`config.mk`:
```
export PLATFORM = sky130hd
export DESIGN_NAME = multi_rail_reset_supervisor
export DESIGN_NICKNAME = d
export VERILOG_FILES = /design/src/supervisor_pkg.sv /design/src/input_sync3.sv /design/src/multi_rail_reset_supervisor.sv
export VERILOG_INCLUDE_DIRS = /design/src /design/src/src
export SDC_FILE = /design/constraint.sdc
export NUM_CORES = 1
export LEC_CHECK = 0
export ABC_AREA = 1
export CAP_MARGIN = 20
export CORE_AREA = 2 2 132 134
export DETAILED_ROUTE_END_ITERATION = 8
export DIE_AREA = 0 0 134 136
export DONT_BUFFER_PORTS = 1
export PLACE_DENSITY = 0.77
export SYNTH_ARGS = -nofsm -noshare
export SYNTH_HDL_FRONTEND = slang
export SYNTH_SLANG_ARGS = --single-unit
```
`constraint.sdc`:
```
create_clock -name clk -period 4.1 [get_ports clk]
set_input_delay 0.615 -clock clk [delete_from_list [all_inputs] [get_ports clk]]
set_output_delay 0.615 -clock clk [all_outputs]
set_load 0.02 [all_outputs]
```
`src/supervisor_regs.svh`:
```
// Timing constants and widths for the multi-rail reset supervisor.
// Assumes a single 20 MHz system clock; all counts derive from it.
`ifndef SUPERVISOR_REGS_SVH
`define SUPERVISOR_REGS_SVH

// ----------------------------------------------------------------------
// Clock and counter widths
// ----------------------------------------------------------------------
`define CLK_HZ        64'd20000000
`define CNT_W         26
`define MD_W          16

// ----------------------------------------------------------------------
// Times in their natural units
// ----------------------------------------------------------------------
`define RP_DEF_MS     64'd140
`define RP_MAX_MS     64'd1120
`define WD_TYP_MS     64'd1600
`define MD_US         64'd100
`define DB_US         64'd100

// ----------------------------------------------------------------------
// Derived cycle counts (least times round up, longest round down)
// ----------------------------------------------------------------------
`define RP_DEF_CYC    ((`RP_DEF_MS * `CLK_HZ + 64'd999) / 64'd1000)
`define RP_MAX_CYC    ((`RP_MAX_MS * `CLK_HZ) / 64'd1000)
`define WD_CYC        ((`WD_TYP_MS * `CLK_HZ) / 64'd1000)
`define MD_CYC        ((`MD_US * `CLK_HZ + 64'd999999) / 64'd1000000)
`define DB_CYC        ((`DB_US * `CLK_HZ + 64'd999999) / 64'd1000000)

`endif

```
`src/supervisor_pkg.sv`:
```
// Types shared by the supervisor design files.
// Assumes nothing beyond a SystemVerilog compiler.
package supervisor_pkg;

  // ----------------------------------------------------------------------
  // Reset sequencer states, one-hot
  // ----------------------------------------------------------------------
  typedef enum logic [3:0]
  {
    ST_LOCKOUT = 4'h1,  // Supply below lockout, outputs asserted.
    ST_HOLD    = 4'h2,  // A rail is low or manual reset is held.
    ST_TIMEOUT = 4'h4,  // Causes gone, timing the reset period.
    ST_RUN     = 4'h8   // Reset released, watchdog may run.
  } sup_state_t;

endpackage

```
`src/input_sync3.sv`:
```
// Three-stage synchroniser for a group of asynchronous pins.
// Assumes the pins are quasi-static relative to the 50 ns clock.
`timescale 1ns/10ps
`default_nettype none

module input_sync3
#(
  parameter int             W    = 1,
  parameter logic [W-1:0]   INIT = '0
)
(
  // Clock and reset
  input  wire logic         clk,
  input  wire logic         reset_n,
  // Pins and synchronised levels
  input  wire logic [W-1:0] pin_in,
  output logic      [W-1:0] level_out
);

  // ----------------------------------------------------------------------
  // State
  // ----------------------------------------------------------------------
  typedef struct packed
  {
    logic [W-1:0] s1;   // First stage, read only by the second.
    logic [W-1:0] s2;   // Second stage.
    logic [W-1:0] s3;   // Third stage.
    logic [W-1:0] val;  // Accepted level.
  } sync_regs_t;

  sync_regs_t s_ff;
  sync_regs_t nxt_s;

  // A bit goes high only when stages two and three agree and clears while
  // they differ, which rejects a single high sample caught mid-transition.
  always_comb
  begin
    nxt_s     = s_ff;
    nxt_s.s1  = pin_in;
    nxt_s.s2  = s_ff.s1;
    nxt_s.s3  = s_ff.s2;
    nxt_s.val = (s_ff.val & ~(s_ff.s2 ^ s_ff.s3))
              | (s_ff.s3 & ~(s_ff.s2 ^ s_ff.s3));
  end

  // Synchronous reset loads the idle level of every pin.
  always_ff @(posedge clk)
  begin
    if (!reset_n)
    begin
      s_ff <= {INIT, INIT, INIT, INIT};
    end
    else
    begin
      s_ff <= nxt_s;
    end
  end

  assign level_out = s_ff.val;

endmodule

`default_nettype wire

```
`src/multi_rail_reset_supervisor.sv`:
```
// Multi-rail reset supervisor: system reset, watchdog fault and
// per-rail undervoltage outputs, all active low.
// Assumes analog comparators deliver rail flags and a supply-good level.
`timescale 1ns/10ps
`default_nettype none
`include "supervisor_regs.svh"

module multi_rail_reset_supervisor
#(
  parameter int                RAILS      = 6,
  parameter logic [`CNT_W-1:0] RP_DEF_CYC = `CNT_W'(`RP_DEF_CYC),
  parameter logic [`CNT_W-1:0] RP_MAX_CYC = `CNT_W'(`RP_MAX_CYC),
  parameter logic [`CNT_W-1:0] WD_CYC     = `CNT_W'(`WD_CYC)
)
(
  // Clock and reset
  input  wire logic              clk,
  input  wire logic              reset_n,
  // Monitored conditions from the analog front end
  input  wire logic [RAILS-1:0]  rail_uv,
  input  wire logic              supply_ok,
  // Control pins
  input  wire logic              manual_reset_n,
  input  wire logic              margin_n,
  input  wire logic              watchdog_kick,
  input  wire logic              watchdog_kick_open,
  input  wire logic              timeout_set,
  // Timeout when timeout_set is low, in clock cycles
  input  wire logic [`CNT_W-1:0] timeout_cycles,
  // Supervisory outputs
  output logic                   sys_reset_n,
  output logic                   watchdog_fault_n,
  output logic      [RAILS-1:0]  rail_out_n
);

  // ----------------------------------------------------------------------
  // Constants
  // ----------------------------------------------------------------------
  localparam logic [`MD_W-1:0]  MD_CYC  = `MD_W'(`MD_CYC);
  localparam logic [`MD_W-1:0]  DB_CYC  = `MD_W'(`DB_CYC);
  localparam logic [`CNT_W-1:0] CNT_ONE = {{(`CNT_W-1){1'b0}}, 1'b1};
  localparam logic [`MD_W-1:0]  MD_ONE  = {{(`MD_W-1){1'b0}}, 1'b1};
  localparam int                SW      = RAILS + 6;
  // Idle levels: pulled-up pins read high, rails read good.
  localparam logic [SW-1:0]     SYNC_INIT = {1'b0, 1'b1, 1'b1, 1'b0,
                                             1'b1, 1'b1, {RAILS{1'b0}}};

  // ----------------------------------------------------------------------
  // Synchronised inputs
  // ----------------------------------------------------------------------
  logic [SW-1:0]    sync_lvl;     // All pins after three stages.
  logic [RAILS-1:0] rail_uv_s;    // Rail undervoltage flags.
  logic             mr_s;         // Manual reset, low active.
  logic             margin_s;     // Margin, low active.
  logic             kick_s;       // Watchdog kick level.
  logic             kick_open_s;  // Kick pin detected floating.
  logic             tset_s;       // Timeout-set strap.
  logic             supply_ok_s;  // Supply above lockout.

  // Pull-ups on manual reset and margin are modelled by their idle
  // reset level; the pins themselves must be tied high when unused.
  input_sync3
  #(
    .W    (SW),
    .INIT (SYNC_INIT)
  )
  u_sync
  (
    .clk       (clk),
    .reset_n   (reset_n),
    .pin_in    ({supply_ok, timeout_set, watchdog_kick_open,
                 watchdog_kick, margin_n, manual_reset_n, rail_uv}),
    .level_out (sync_lvl)
  );

  assign rail_uv_s   = sync_lvl[RAILS-1:0];
  assign mr_s        = sync_lvl[RAILS];
  assign margin_s    = sync_lvl[RAILS+1];
  assign kick_s      = sync_lvl[RAILS+2];
  assign kick_open_s = sync_lvl[RAILS+3];
  assign tset_s      = sync_lvl[RAILS+4];
  assign supply_ok_s = sync_lvl[RAILS+5];

  // ----------------------------------------------------------------------
  // State
  // ----------------------------------------------------------------------
  typedef struct packed
  {
    supervisor_pkg::sup_state_t st;  // Reset sequencer state.
    logic [`CNT_W-1:0] rp_cnt;       // Reset timeout counter.
    logic [`CNT_W-1:0] wd_cnt;       // Watchdog counter.
    logic              wd_fault;     // Watchdog expired, unserviced.
    logic              wd_pend;      // Expired during margin test or its exit delay.
    logic [`MD_W-1:0]  md_cnt;       // Margin-exit delay counter.
    logic [`MD_W-1:0]  db_cnt;       // Manual reset release filter.
    logic              mr_db;        // Debounced manual reset.
    logic              kick_prev;    // Kick level one cycle ago.
    logic              margin_prev;  // Margin level one cycle ago.
    logic              rst_n;        // System reset output.
    logic              wdo_n;        // Watchdog fault output.
    logic [RAILS-1:0]  rail_n;       // Per-rail outputs.
  } sup_regs_t;

  sup_regs_t s_ff;
  sup_regs_t nxt_s;

  logic [`CNT_W-1:0] rp_target;  // Selected reset timeout.
  logic              cause;      // Something demands reset.
  logic              rail_low;   // Any rail below threshold.
  logic              kick_edge;  // Either edge on the kick pin.
  logic              wd_on;      // Watchdog allowed to count.
  logic              margin_on;  // Margin test active.
  logic              margin_end; // First cycle after margin test.

  // Out-of-range requests are clamped so a zero or oversized value
  // cannot stall the sequencer or exceed the longest period.
  assign rp_target = tset_s ? RP_DEF_CYC
                   : (timeout_cycles > RP_MAX_CYC) ? RP_MAX_CYC
                   : (timeout_cycles == '0) ? CNT_ONE
                   : timeout_cycles;

  assign rail_low   = |rail_uv_s;
  assign cause      = rail_low | !s_ff.mr_db;
  assign kick_edge  = kick_s ^ s_ff.kick_prev;
  assign wd_on      = (s_ff.st == supervisor_pkg::ST_RUN)
                    && !kick_open_s;
  assign margin_on  = !margin_s;
  assign margin_end = !s_ff.margin_prev && margin_s;

  // ----------------------------------------------------------------------
  // Next-state logic
  // ----------------------------------------------------------------------
  always_comb
  begin
    nxt_s             = s_ff;
    nxt_s.kick_prev   = kick_s;
    nxt_s.margin_prev = margin_s;

    // A press takes effect at once; release must stay high for the
    // filter time, so contact bounce cannot end reset early.
    if (!mr_s)
    begin
      nxt_s.mr_db  = 1'b0;
      nxt_s.db_cnt = '0;
    end
    else if (!s_ff.mr_db)
    begin
      if (s_ff.db_cnt == DB_CYC - MD_ONE)
      begin
        nxt_s.mr_db  = 1'b1;
        nxt_s.db_cnt = '0;
      end
      else
      begin
        nxt_s.db_cnt = s_ff.db_cnt + MD_ONE;
      end
    end
    else
    begin
      nxt_s.db_cnt = '0;
    end

    // Reset sequencer.
    case (s_ff.st)
      supervisor_pkg::ST_LOCKOUT:
      begin
        nxt_s.st = supervisor_pkg::ST_HOLD;
      end
      supervisor_pkg::ST_HOLD:
      begin
        // Stay while any cause remains.
        if (!cause)
        begin
          nxt_s.st     = supervisor_pkg::ST_TIMEOUT;
          nxt_s.rp_cnt = '0;
        end
      end
      supervisor_pkg::ST_TIMEOUT:
      begin
        // A returning cause restarts the full period.
        if (cause)
        begin
          nxt_s.st = supervisor_pkg::ST_HOLD;
        end
        else if (s_ff.rp_cnt >= rp_target - CNT_ONE)
        begin
          nxt_s.st = supervisor_pkg::ST_RUN;
        end
        else
        begin
          nxt_s.rp_cnt = s_ff.rp_cnt + CNT_ONE;
        end
      end
      supervisor_pkg::ST_RUN:
      begin
        if (cause)
        begin
          nxt_s.st = supervisor_pkg::ST_HOLD;
        end
      end
      default:
      begin
        nxt_s.st = supervisor_pkg::ST_LOCKOUT;
      end
    endcase
    if (!supply_ok_s)
    begin
      nxt_s.st = supervisor_pkg::ST_LOCKOUT;
    end

    // Watchdog. It keeps counting through margin test; an expiry then
    // is parked until the margin-exit delay has run out.
    if (!s_ff.mr_db || kick_open_s || rail_low)
    begin
      nxt_s.wd_fault = 1'b0;
      nxt_s.wd_pend  = 1'b0;
    end
    if (!wd_on)
    begin
      nxt_s.wd_cnt = '0;
    end
    else if (kick_edge)
    begin
      nxt_s.wd_cnt   = '0;
      nxt_s.wd_fault = 1'b0;
      nxt_s.wd_pend  = 1'b0;
    end
    else if (s_ff.wd_cnt >= WD_CYC - CNT_ONE)
    begin
      nxt_s.wd_cnt = '0;
      if (margin_on || s_ff.md_cnt != '0)
      begin
        nxt_s.wd_pend = 1'b1;
      end
      else
      begin
        nxt_s.wd_fault = 1'b1;
      end
    end
    else
    begin
      nxt_s.wd_cnt = s_ff.wd_cnt + CNT_ONE;
    end

    // Margin-exit delay.
    if (margin_end && nxt_s.wd_pend)
    begin
      nxt_s.md_cnt = MD_CYC;
    end
    else if (margin_on)
    begin
      nxt_s.md_cnt = '0;
    end
    else if (s_ff.md_cnt != '0)
    begin
      nxt_s.md_cnt = s_ff.md_cnt - MD_ONE;
      if (s_ff.md_cnt == MD_ONE && nxt_s.wd_pend)
      begin
        nxt_s.wd_fault = 1'b1;
        nxt_s.wd_pend  = 1'b0;
      end
    end

    // Outputs, registered. Lockout wins over margin, margin over all.
    if (nxt_s.st == supervisor_pkg::ST_LOCKOUT)
    begin
      nxt_s.rst_n  = 1'b0;
      nxt_s.wdo_n  = 1'b0;
      nxt_s.rail_n = '0;
    end
    else if (margin_on)
    begin
      nxt_s.rst_n  = 1'b1;
      nxt_s.wdo_n  = 1'b1;
      nxt_s.rail_n = '1;
    end
    else
    begin
      nxt_s.rst_n  = (nxt_s.st == supervisor_pkg::ST_RUN);
      nxt_s.wdo_n  = !rail_low && !nxt_s.wd_fault;
      nxt_s.rail_n = ~rail_uv_s;
    end
  end

  // ----------------------------------------------------------------------
  // State register
  // ----------------------------------------------------------------------
  always_ff @(posedge clk)
  begin
    if (!reset_n)
    begin
      s_ff       <= '0;
      s_ff.st    <= supervisor_pkg::ST_LOCKOUT;
      s_ff.mr_db <= 1'b1;
      s_ff.margin_prev <= 1'b1;
    end
    else
    begin
      s_ff <= nxt_s;
    end
  end

  assign sys_reset_n      = s_ff.rst_n;
  assign watchdog_fault_n = s_ff.wdo_n;
  assign rail_out_n       = s_ff.rail_n;
endmodule

`default_nettype wire

```
After elaboration in Yosys (flattened, before gate mapping)
Index checks and enable logic that the tools add are counted.
{"block": "op_classes", "add_sub_neg": 5, "magnitude_cmp": 3, "n_eq_ne": 12, "muxes": 28, "bitwise": 12, "reduce_logical": 23}
{"operator": "2-to-1 mux 26 bit", "count": 5}
{"operator": "adder 26 x 1 -> 26 bit, second input constant", "count": 2}
{"operator": "one-hot mux 26 bit (2 select lines)", "count": 1}
{"operator": "2-to-1 mux 30 bit", "count": 1}
{"operator": "greater-or-equal comparator 26 x 25 -> 1 bit, second input constant", "count": 1}
{"operator": "greater-or-equal comparator 26 bit", "count": 1}
{"operator": "greater-than comparator 26 x 25 -> 1 bit, second input constant", "count": 1}
{"operator": "logical NOT 26 bit", "count": 1}
{"operator": "subtractor 26 x 1 -> 26 bit, second input constant", "count": 1}
{"operator": "AND 12 bit", "count": 2}
{"operator": "2-to-1 mux 11 bit", "count": 2}
{"operator": "2-to-1 mux 18 bit", "count": 1}
{"operator": "adder 16 x 1 -> 16 bit, second input constant", "count": 1}
{"operator": "== test 16 x 1 -> 1 bit, second input constant", "count": 1}
{"operator": "== test 16 x 11 -> 1 bit, second input constant", "count": 1}
{"operator": "2-to-1 mux 4 bit", "count": 4}
{"operator": "one-hot mux 4 bit (4 select lines)", "count": 1}
{"operator": "nonzero test 16 bit", "count": 1}
{"operator": "subtractor 16 x 1 -> 16 bit, second input constant", "count": 1}
{"operator": "2-to-1 mux 2 bit", "count": 7}
{"operator": "NOT 12 bit", "count": 1}
{"operator": "OR 12 bit", "count": 1}
{"operator": "bitwise XOR 12 bit", "count": 1}
{"operator": "== test 4 x 1 -> 1 bit, second input constant", "count": 2}
{"operator": "20 further kinds", "count": 42}
{"block": "word_totals", "register_bits": 149, "input_bits": 40, "output_inout_bits": 8, "word_cells": 101}

Longest topological paths before layout
Gate-level depths: netlist (run 1).
{"block": "logic_depth", "word_depth": 16, "mapped_depth": 32, "depth_no_buf": 30}

By module
Synthesis (run 1) repeated with hierarchy kept, for this count alone.
{"block": "unflattened", "hier_cells": 1270, "area_unflattened_um2": 8759.7}
{"module": "multi_rail_reset_supervisor", "instances": 1, "cells_per_inst": 1088, "area_per_inst_um2": 7083.0, "seq_area_each_um2": 2021.9}
{"module": "input_sync3", "instances": 1, "cells_per_inst": 182, "area_per_inst_um2": 1676.6, "seq_area_each_um2": 960.9}

Worst setup path before layout (run 1)
OpenSTA, ideal clock, no wires.
{"block": "synth_path", "kind": "input to register", "from": "in timeout_cycles[17]", "to": "reg s_ff[76] in the netlist's numbering", "setup_time_ns": 0.070, "arrival_ns": 3.609, "required_time_ns": 4.030, "slack_ns": 0.420, "stages": 32, "n_path_buf": 2, "cell_sequence": "inv_2 -> nand2_2 -> nor2_2 -> nand2_1 -> nand2_1 -> nand2_1 -> nand2_4 -> nand2_8 -> buf_4 -> nand3_1 -> ha_1 -> nand3_2 -> inv_1 -> nand2_2 -> nor2_4 -> nand2_1 -> nand2_1 -> nand2_1 -> ha_1 -> nand2_1 -> nor2_1 -> nand4_1 -> nor3_1 -> nand2_1 -> nand3_1 -> nand2_1 -> nand2_1 -> nand2_2 -> nand2_2 -> buf_2 -> nand2_1 -> a21oi_1"}
{"block": "synth_via", "elab_chain_len": 8, "elab_cells_between_ends": 9, "classes_between": "1 x add/sub; 2 x order compare; 1 x eq/ne; 3 x mux; 2 x reduce/logical"}
{"element": "start: declaration", "line": "multi_rail_reset_supervisor.sv:29", "text": "input wire logic [`CNT_W-1:0] timeout_cycles,"}
{"element": "parallel branches: the longest is 2 deep, another holds greater-than comparator 26 x 25 -> 1 bit"}
{"element": "2-to-1 mux 26 bit (*)", "line": "multi_rail_reset_supervisor.sv:118", "text": ": (timeout_cycles > RP_MAX_CYC) ? RP_MAX_CYC"}
{"element": "2-to-1 mux 26 bit (*)", "line": "multi_rail_reset_supervisor.sv:117", "text": "assign rp_target = tset_s ? RP_DEF_CYC"}
{"element": "subtractor 26 x 1 -> 26 bit (*)", "line": "multi_rail_reset_supervisor.sv:185", "text": "else if (s_ff.rp_cnt >= rp_target - CNT_ONE)"}
{"element": "greater-or-equal comparator 26 bit (*)", "line": "multi_rail_reset_supervisor.sv:185"}
{"element": "!= test 2 bit (no line) (*)"}
{"element": "AND reduction 4 bit (no line) (*)"}
{"element": "end signal: assignment", "line": "multi_rail_reset_supervisor.sv:299", "text": "s_ff <= nxt_s;"}
{"element": "end: declaration", "line": "multi_rail_reset_supervisor.sv:104", "text": "sup_regs_t s_ff;"}
Mark *: on every way between the ends.
A chain may end at the register's enable or synchronous reset.

Worst setup path after layout (run 1)
{"block": "layout_path", "from": "reg u_sync.s_ff (netlist bit u_sync.level_out[10])", "to": "reg s_ff[92] in the netlist's numbering"}
{"block": "layout_via", "elab_chain_len": 5}
{"element": "start: declaration", "line": "input_sync3.sv:31", "text": "sync_regs_t s_ff;"}
{"element": "start signal: assignment", "line": "input_sync3.sv:51", "text": "s_ff <= {INIT, INIT, INIT, INIT};"}
{"element": "start signal: assignment", "line": "input_sync3.sv:55", "text": "s_ff <= nxt_s;"}
{"element": "2-to-1 mux 26 bit", "line": "multi_rail_reset_supervisor.sv:117"}
{"element": "subtractor 26 x 1 -> 26 bit", "line": "multi_rail_reset_supervisor.sv:185"}
{"element": "greater-or-equal comparator 26 bit", "line": "multi_rail_reset_supervisor.sv:185"}
{"element": "!= test 2 bit (no line)"}
{"element": "AND reduction 4 bit (no line)"}
Every way passes these cells.

==> metrics.yaml, run 1 <==
status:
  outcome: "finished, final reports clean"
power_and_ir_drop:
  switchingPower_mw: 1.09
  power.leakage_nw: 4.14
  seqPwrFrac_pct: 42.5
  pwr-share-clk_pct: 40.0
  p_total_mw: 3.76
  p_per_area_nw_per_um2: 391
  pwr-share-comb_pct: 17.4
  p_int_mw: 2.67
  swShare_pct: 28.9
  peakVddDrop_mv: 0.403
worst_hold_path:
  min_path_type: "in -> reg"
  whs_path_depth: 2
  hp-start: "rail_uv[1]"
synth:
  yosysSeqAreaShare_pct: 33.6
  syn-cell-area_um2: 8880
  synth_area_per_cell_um2: 6.94
  synth_largest_area_cell: "dfxtp_1"
  synth_fp_nets: 1365
  synth_ff_type: "dfxtp_1"
  netlist_instances: 1280
  yosysTopAreaCellShare_pct: 33.6
  synth_warnings: 0
  synth_edf_count: 0
  synth_cell_type_count: 54
  synthTopCellsByArea: "dfxtp_1 (34%), nand2_1 (12%), nor2_1 (7.7%)"
  ys_ff_latch: 149
  async_flop_share_pct: 0
critical_path:
  end_kind: "register"
  crit_top_cell: "nand2_1"
  startpoint: "u_sync.level_out[10]"
  path_buf_inv: 3
  cpMaxStageDelayCell: "dfxtp_1"
  r2r-end: "s_ff[92]"
  r2r_cells: 21
  crit_type: "reg -> reg"
  rrSetupSlack_ns: 0.29
  cp_max_fo: 27
  r2r_start: "u_sync.level_out[10]"
  cpPeakStageDelay_ns: 0.53
  crit_required_ns: 4.45
  cp_top_family: "simple AND/OR/NAND/NOR gates"
  critical_path_arrival_ns: 4.16
  path_cells: "inv_1 > buf_12 > nand3_2 > nand3_1 > nor2_2 > nand2_1 > nor2_1 > nand2_1 > nand2_1 > nand2_1 > ha_1 > a21oi_1 > nor2_1 > nor3b_1 > nand4_1 > nand2_1 > nand2_1 > nand2_2 > buf_4 > nand3_1 > a21oi_1"
  critPathCapture: "s_ff[92]"
  crit_path_start_kind: "register"
  crit_cells: 21
floorplan:
  die_area_um2: 18200
  die_w_um: 134
  core-area_um2: 16900
  die_h_um: 136
  ios: 48
  fp-row-count: 48
  initial_core_util_pct: 52.6
cells_and_area:
  nFillCells: 1571
  syn2layout_area_growth_pct: 8.30
  diodes: 0
  nNetsFinal: 1357
  final_common_cell: "nand2_1"
  drive_gt1_share_pct: 10.7
  layout_common_cells: "nand2_1 (275), nor2_1 (182), inv_1 (158), dfxtp_1 (149), nand3_1 (88)"
flow_run:
  maxCapViolations: 0
placement:
  gp_congestion: 0.963
  dpl.hpwl_um: 13900
  place.port_buffers: 0
  pre_cts_slack_ns: -0.0229
clock_network:
  clkLatencyLatePin_ns: 0.43
  numCtsBuffers: 17
  cts.clk_slew.worst_paths_ns: 0.06
  postCtsSetupBuffers: 0
  cts.sinks: 149
  clockRootBuffer: "clkbuf_16"
  htreeDepth: 4
  post_cts_resized: 0
  cts_hold_buf: 0
  cts_max_path_buffers: 2
  cts_tree: "done"
sta:
  setup_ws_ns: 0.292
  setup_violations: 0
  max_clock_freq_mhz: 263
  worst_slew_pin_slew_ns: 0.938
  post-route-period-util_pct: 92.9
  relSlewSlack_pct: 37.3
  maxSlewViolCount: 0
  finalCriticalPeriod_ns: 3.81
  hold_viol: 0
  finalClockSkew_ns: 0.0162
routing:
  detail_route.wl_per_cell_um: 12.6
  drt-total-wl_um: 19000
  drt_first_pass_iters: 5
  via_count: 7801
  drc: 0
  vias_per_cell: 5.17
  drt_iter0_drc: 497
  drtAntennaViolNets: 0
global_routing:
  antenna_found_initial: 0
  grt_pass1_vias: 7233
  track_usage_pct: 21.4
  grt_pass1_wl_um: 31900
  grt_max_degree: 57
  grt_overflow_total: 0
## synth_stat cells (2+ instances only)
| library cell | instances |
|---|---|
| a21boi_0 | 2 |
| a21oi_1 | 63 |
| a21oi_2 | 7 |
| buf_2 | 9 |
| buf_4 | 8 |
| clkbuf_1 | 16 |
| conb_1 | 2 |
| dfxtp_1 | 149 |
| ha_1 | 45 |
| inv_1 | 159 |
| inv_2 | 12 |
| nand2_1 | 275 |
| nand2_2 | 14 |
| nand2_4 | 2 |
| nand2_8 | 2 |
| nand3_1 | 88 |
| nand3_2 | 6 |
| nand3b_1 | 3 |
| nand4_1 | 28 |
| nand4_2 | 2 |
| nor2_1 | 182 |
| nor2_2 | 20 |
| nor2_4 | 6 |
| nor3_1 | 33 |
| nor3b_1 | 10 |
| nor4_1 | 10 |
| o211ai_2 | 2 |
| o21a_1 | 2 |
| o21ai_0 | 15 |
| o21ai_1 | 2 |
| o21bai_1 | 4 |
| o31ai_1 | 2 |
| or2_1 | 3 |
| or2_2 | 16 |
| xnor2_1 | 19 |
| xor2_1 | 44 |
## cell type report
class                           instances  area (um2)  share of cell area [%]
Clock buffer                           20         457                    4.75
Clock inverter                         12         118                    1.22
Inverter                              173         652                    6.78
Multi-Input combinational cell        923        5060                    52.6
Sequential cell                       149        2980                    31.0
Tap cell                              225         282                    2.93
Timing Repair Buffer                    8        72.6                   0.754
## logic make-up (layout without fill, tap and decap cells)
group                    after synthesis  count (layout)  synth area share (%)
AO/OA/AOI/OAI                        105             105                  7.11
XOR/XNOR                              63              63                  6.21
adder cells (fa/ha/maj)               45              45                  6.34
buffers and inverters                208             213                  9.55
flip-flops                           149             149                  33.6
multiplexers                           1               1                 0.113
other                                  2               2                0.0845
AND/OR/NAND/NOR                      707             707                  37.0
## power by group through the flow
stage / Sequential, mW / Clock, mW / Combinational (mW)
6_report: 1.60 / 1.51 / 0.655
5_1_grt: 1.61 / 1.60 / 0.745
4_1_cts: 1.60 / 1.52 / 0.658
3_5_place_dp: 1.63 / 0 / 0.652
3_3_place_gp: 1.62 / 0 / 0.634
2_1_floorplan: 1.61 / 0 / 0.565
## how the worst min path moves through the flow
stage | slack [ns] | end
final | 0.28 | u_sync.nxt_s[25]
after global placement | 0.39 | u_sync.nxt_s[20]
after global routing | 0.25 | s_ff[8]
after CTS | 0.26 | s_ff[8]
after floorplan | 0.39 | u_sync.nxt_s[12]
after detailed placement | 0.40 | u_sync.nxt_s[13]
## state kept, by name (all words and copies together), names as in the netlist
signal	flops
sys_reset_n	1
s_ff	93
u_sync.s_ff	12
rail_out_n	6
u_sync.nxt_s	24
u_sync.level_out	12
watchdog_fault_n	1
## routing by layer
layer	GRT usage, %	share of wire (%)	vias to the layer above
met3	5.18	5.5	43
met2	36.2	47	216
met1	26.5	45	3482
met5	0	0	-
met4	8.22	2.4	0
li1	-	-	4060
## per-stage QoR
stage	instance area [um2]	utilization [%]	cells	setup TNS [ns]	hold WS, ns
finish	9620	57.0	1510	0	0.277
global route	9620	57.0	1510	-0.00426	0.246
CTS	9620	57.0	1510	0	0.256
detailed placement	9040	53.6	1478	-0.0328	0.397
global placement	9040	53.6	1478	0	0.392
floorplan	8880	-	1280	0	0.390
No activity file was read; power rests on OpenSTA's default activity.
==> inputs of run 2 (changes only) <==
--- a/config.mk
+++ b/config.mk
@@ -8,10 +8,11 @@
 export LEC_CHECK = 0
 export ABC_AREA = 1
 export CAP_MARGIN = 20
-export CORE_AREA = 2 2 132 134
+export CORE_AREA = 5 5 135 137
 export DETAILED_ROUTE_END_ITERATION = 8
-export DIE_AREA = 0 0 134 136
+export DIE_AREA = 0 0 140 142
 export DONT_BUFFER_PORTS = 1
+export MAX_ROUTING_LAYER = met4
 export PLACE_DENSITY = 0.77
 export SYNTH_ARGS = -nofsm -noshare
 export SYNTH_HDL_FRONTEND = slang
==> metrics.yaml, run 2 (synthesized netlist as in run 1, its figures left out) <==
status:
  outcome: "finished, final reports clean"
clock_network:
  cts_tree: "done"
  clockRootBuffer: "clkbuf_16"
  cts_max_path_buffers: 2
  clkLatencyLatePin_ns: 0.42
  cts.sinks: 149
  cts_hold_buf: 0
  htreeDepth: 4
  postCtsSetupBuffers: 0
  post_cts_resized: 0
  numCtsBuffers: 17
  cts.clk_slew.worst_paths_ns: 0.06
sta:
  relSlewSlack_pct: 35.3
  worst_slew_pin_slew_ns: 0.968
  post-route-period-util_pct: 85.1
  hold_viol: 0
  finalClockSkew_ns: 0.0113
  rsz0062_at_grt: "false"
  max_clock_freq_mhz: 287
  setup_tns_ns: 0
  finalCriticalPeriod_ns: 3.49
  maxSlewViolCount: 0
  setup_violations: 0
critical_path:
  crit_type: "in -> reg"
  cpPeakStageDelay_ns: 0.26
  crit_required_ns: 4.44
  crit_top_cell: "nand2_1"
  end_kind: "register"
  rrSetupSlack_ns: 0.74
  cp_max_fo: 15
  crit_path_start_kind: "input pin"
  critical_path_arrival_ns: 3.83
  cpMaxStageDelayCell: "ha_1"
cells_and_area:
  drive_gt1_share_pct: 10.7
  seq_area_um2: 2980
  final_common_cell: "nand2_1"
  top_register: "s_ff"
  diodes: 0
  multi_input_area_um2: 5050
  nFillCells: 1614
  syn2layout_area_growth_pct: 8.69
  largest_reg_flops: 93
  final_core_util_pct: 57.0
  layout_common_cells: "nand2_1 (275), nor2_1 (182), inv_1 (158), dfxtp_1 (149), nand3_1 (88)"
  nNetsFinal: 1357
power_and_ir_drop:
  p_int_mw: 2.77
  pwr-share-clk_pct: 41.8
  peakVddDrop_mv: 0.331
  seqPwrFrac_pct: 41.1
  p_total_mw: 3.89
  pwr-share-comb_pct: 17.0
  power.leakage_nw: 4.16
  swShare_pct: 28.7
  p_per_area_nw_per_um2: 403
  switchingPower_mw: 1.11
placement:
  place.port_buffers: 0
  gp_congestion: 0.974
  dpl.hpwl_um: 14000
global_routing:
  track_usage_pct: 20.0
  grt_overflow_total: 0
  grt_max_degree: 57
  grt_pass1_vias: 7219
  grt_pass1_wl_um: 32600
  antenna_found_initial: 0
worst_hold_path:
  min_path_type: "in -> reg"
floorplan:
  die_area_um2: 19900
  ios: 48
  die_h_um: 142
  initial_core_util_pct: 52.5
  fp-row-count: 48
  core-area_um2: 16900
  die_w_um: 140
routing:
  drt_first_pass_iters: 5
  drtAntennaViolNets: 0
  detail_route.wl_per_cell_um: 12.6
  via_count: 7773
  drt-total-wl_um: 19000
  drc: 0
  drt_iter0_drc: 352
  vias_per_cell: 5.15
flow_run:
  maxCapViolations: 0
==> run 2: final cells by class <==
type,instances,share of cell area (%)
Timing Repair Buffer,8,0.752
Tap cell,225,2.92
Inverter,173,6.75
Clock buffer,17,4.41
Multi-Input combinational cell,923,52.3
Sequential cell,149,30.9
Clock inverter,14,1.96
==> run 2: metal layers <==
metal	vias up	share of wire, %	wire length [um]	GRT usage (%)
li1	4056	-	-	-
met1	3495	46	8660	25.1
met2	193	47	8990	32.9
met3	29	5.2	991	4.07
met4	0	1.7	314	5.76
met5	-	0	0	-
==> run 2: critical path: cells and delay by family <==
| family | cells | cell delay, ns |
|---|---|---|
| AND/OR/NAND/NOR | 25 | 2.18 |
| buffers and inverters | 3 | 0.43 |
| adder cells (fa/ha/maj) | 2 | 0.48 |
| AO/OA/AOI/OAI | 1 | 0.12 |
==> run 2: final timing paths <==
check                            start  depth (start not counted)               end
setup / recovery    timeout_cycles[17]                         31       sys_reset_n
hold / removal                 reset_n                          1          s_ff[10]
setup reg to reg  u_sync.level_out[10]                         24       sys_reset_n
hold reg to reg       u_sync.nxt_s[35]                          2  u_sync.nxt_s[23]
==> run 2: power groups by stage <==
stage	clock (mW)	sequential (mW)	combinational, mW
after floorplan	0	1.61	0.565
after global placement	0	1.62	0.632
after detailed placement	0	1.63	0.654
after CTS	1.66	1.60	0.661
after global routing	1.73	1.61	0.753
final	1.63	1.60	0.662
==> run 2: metrics by stage <==
stage               hold WS (ns)  instances  setup slack, ns  area (um2)
floorplan                  0.390       1280            0.420        8880
finish                     0.272       1509            0.611        9660
global route               0.265       1509            0.115        9660
global placement           0.393       1478            0.248        9040
CTS                        0.266       1509            0.640        9660
detailed placement         0.396       1478            0.205        9040
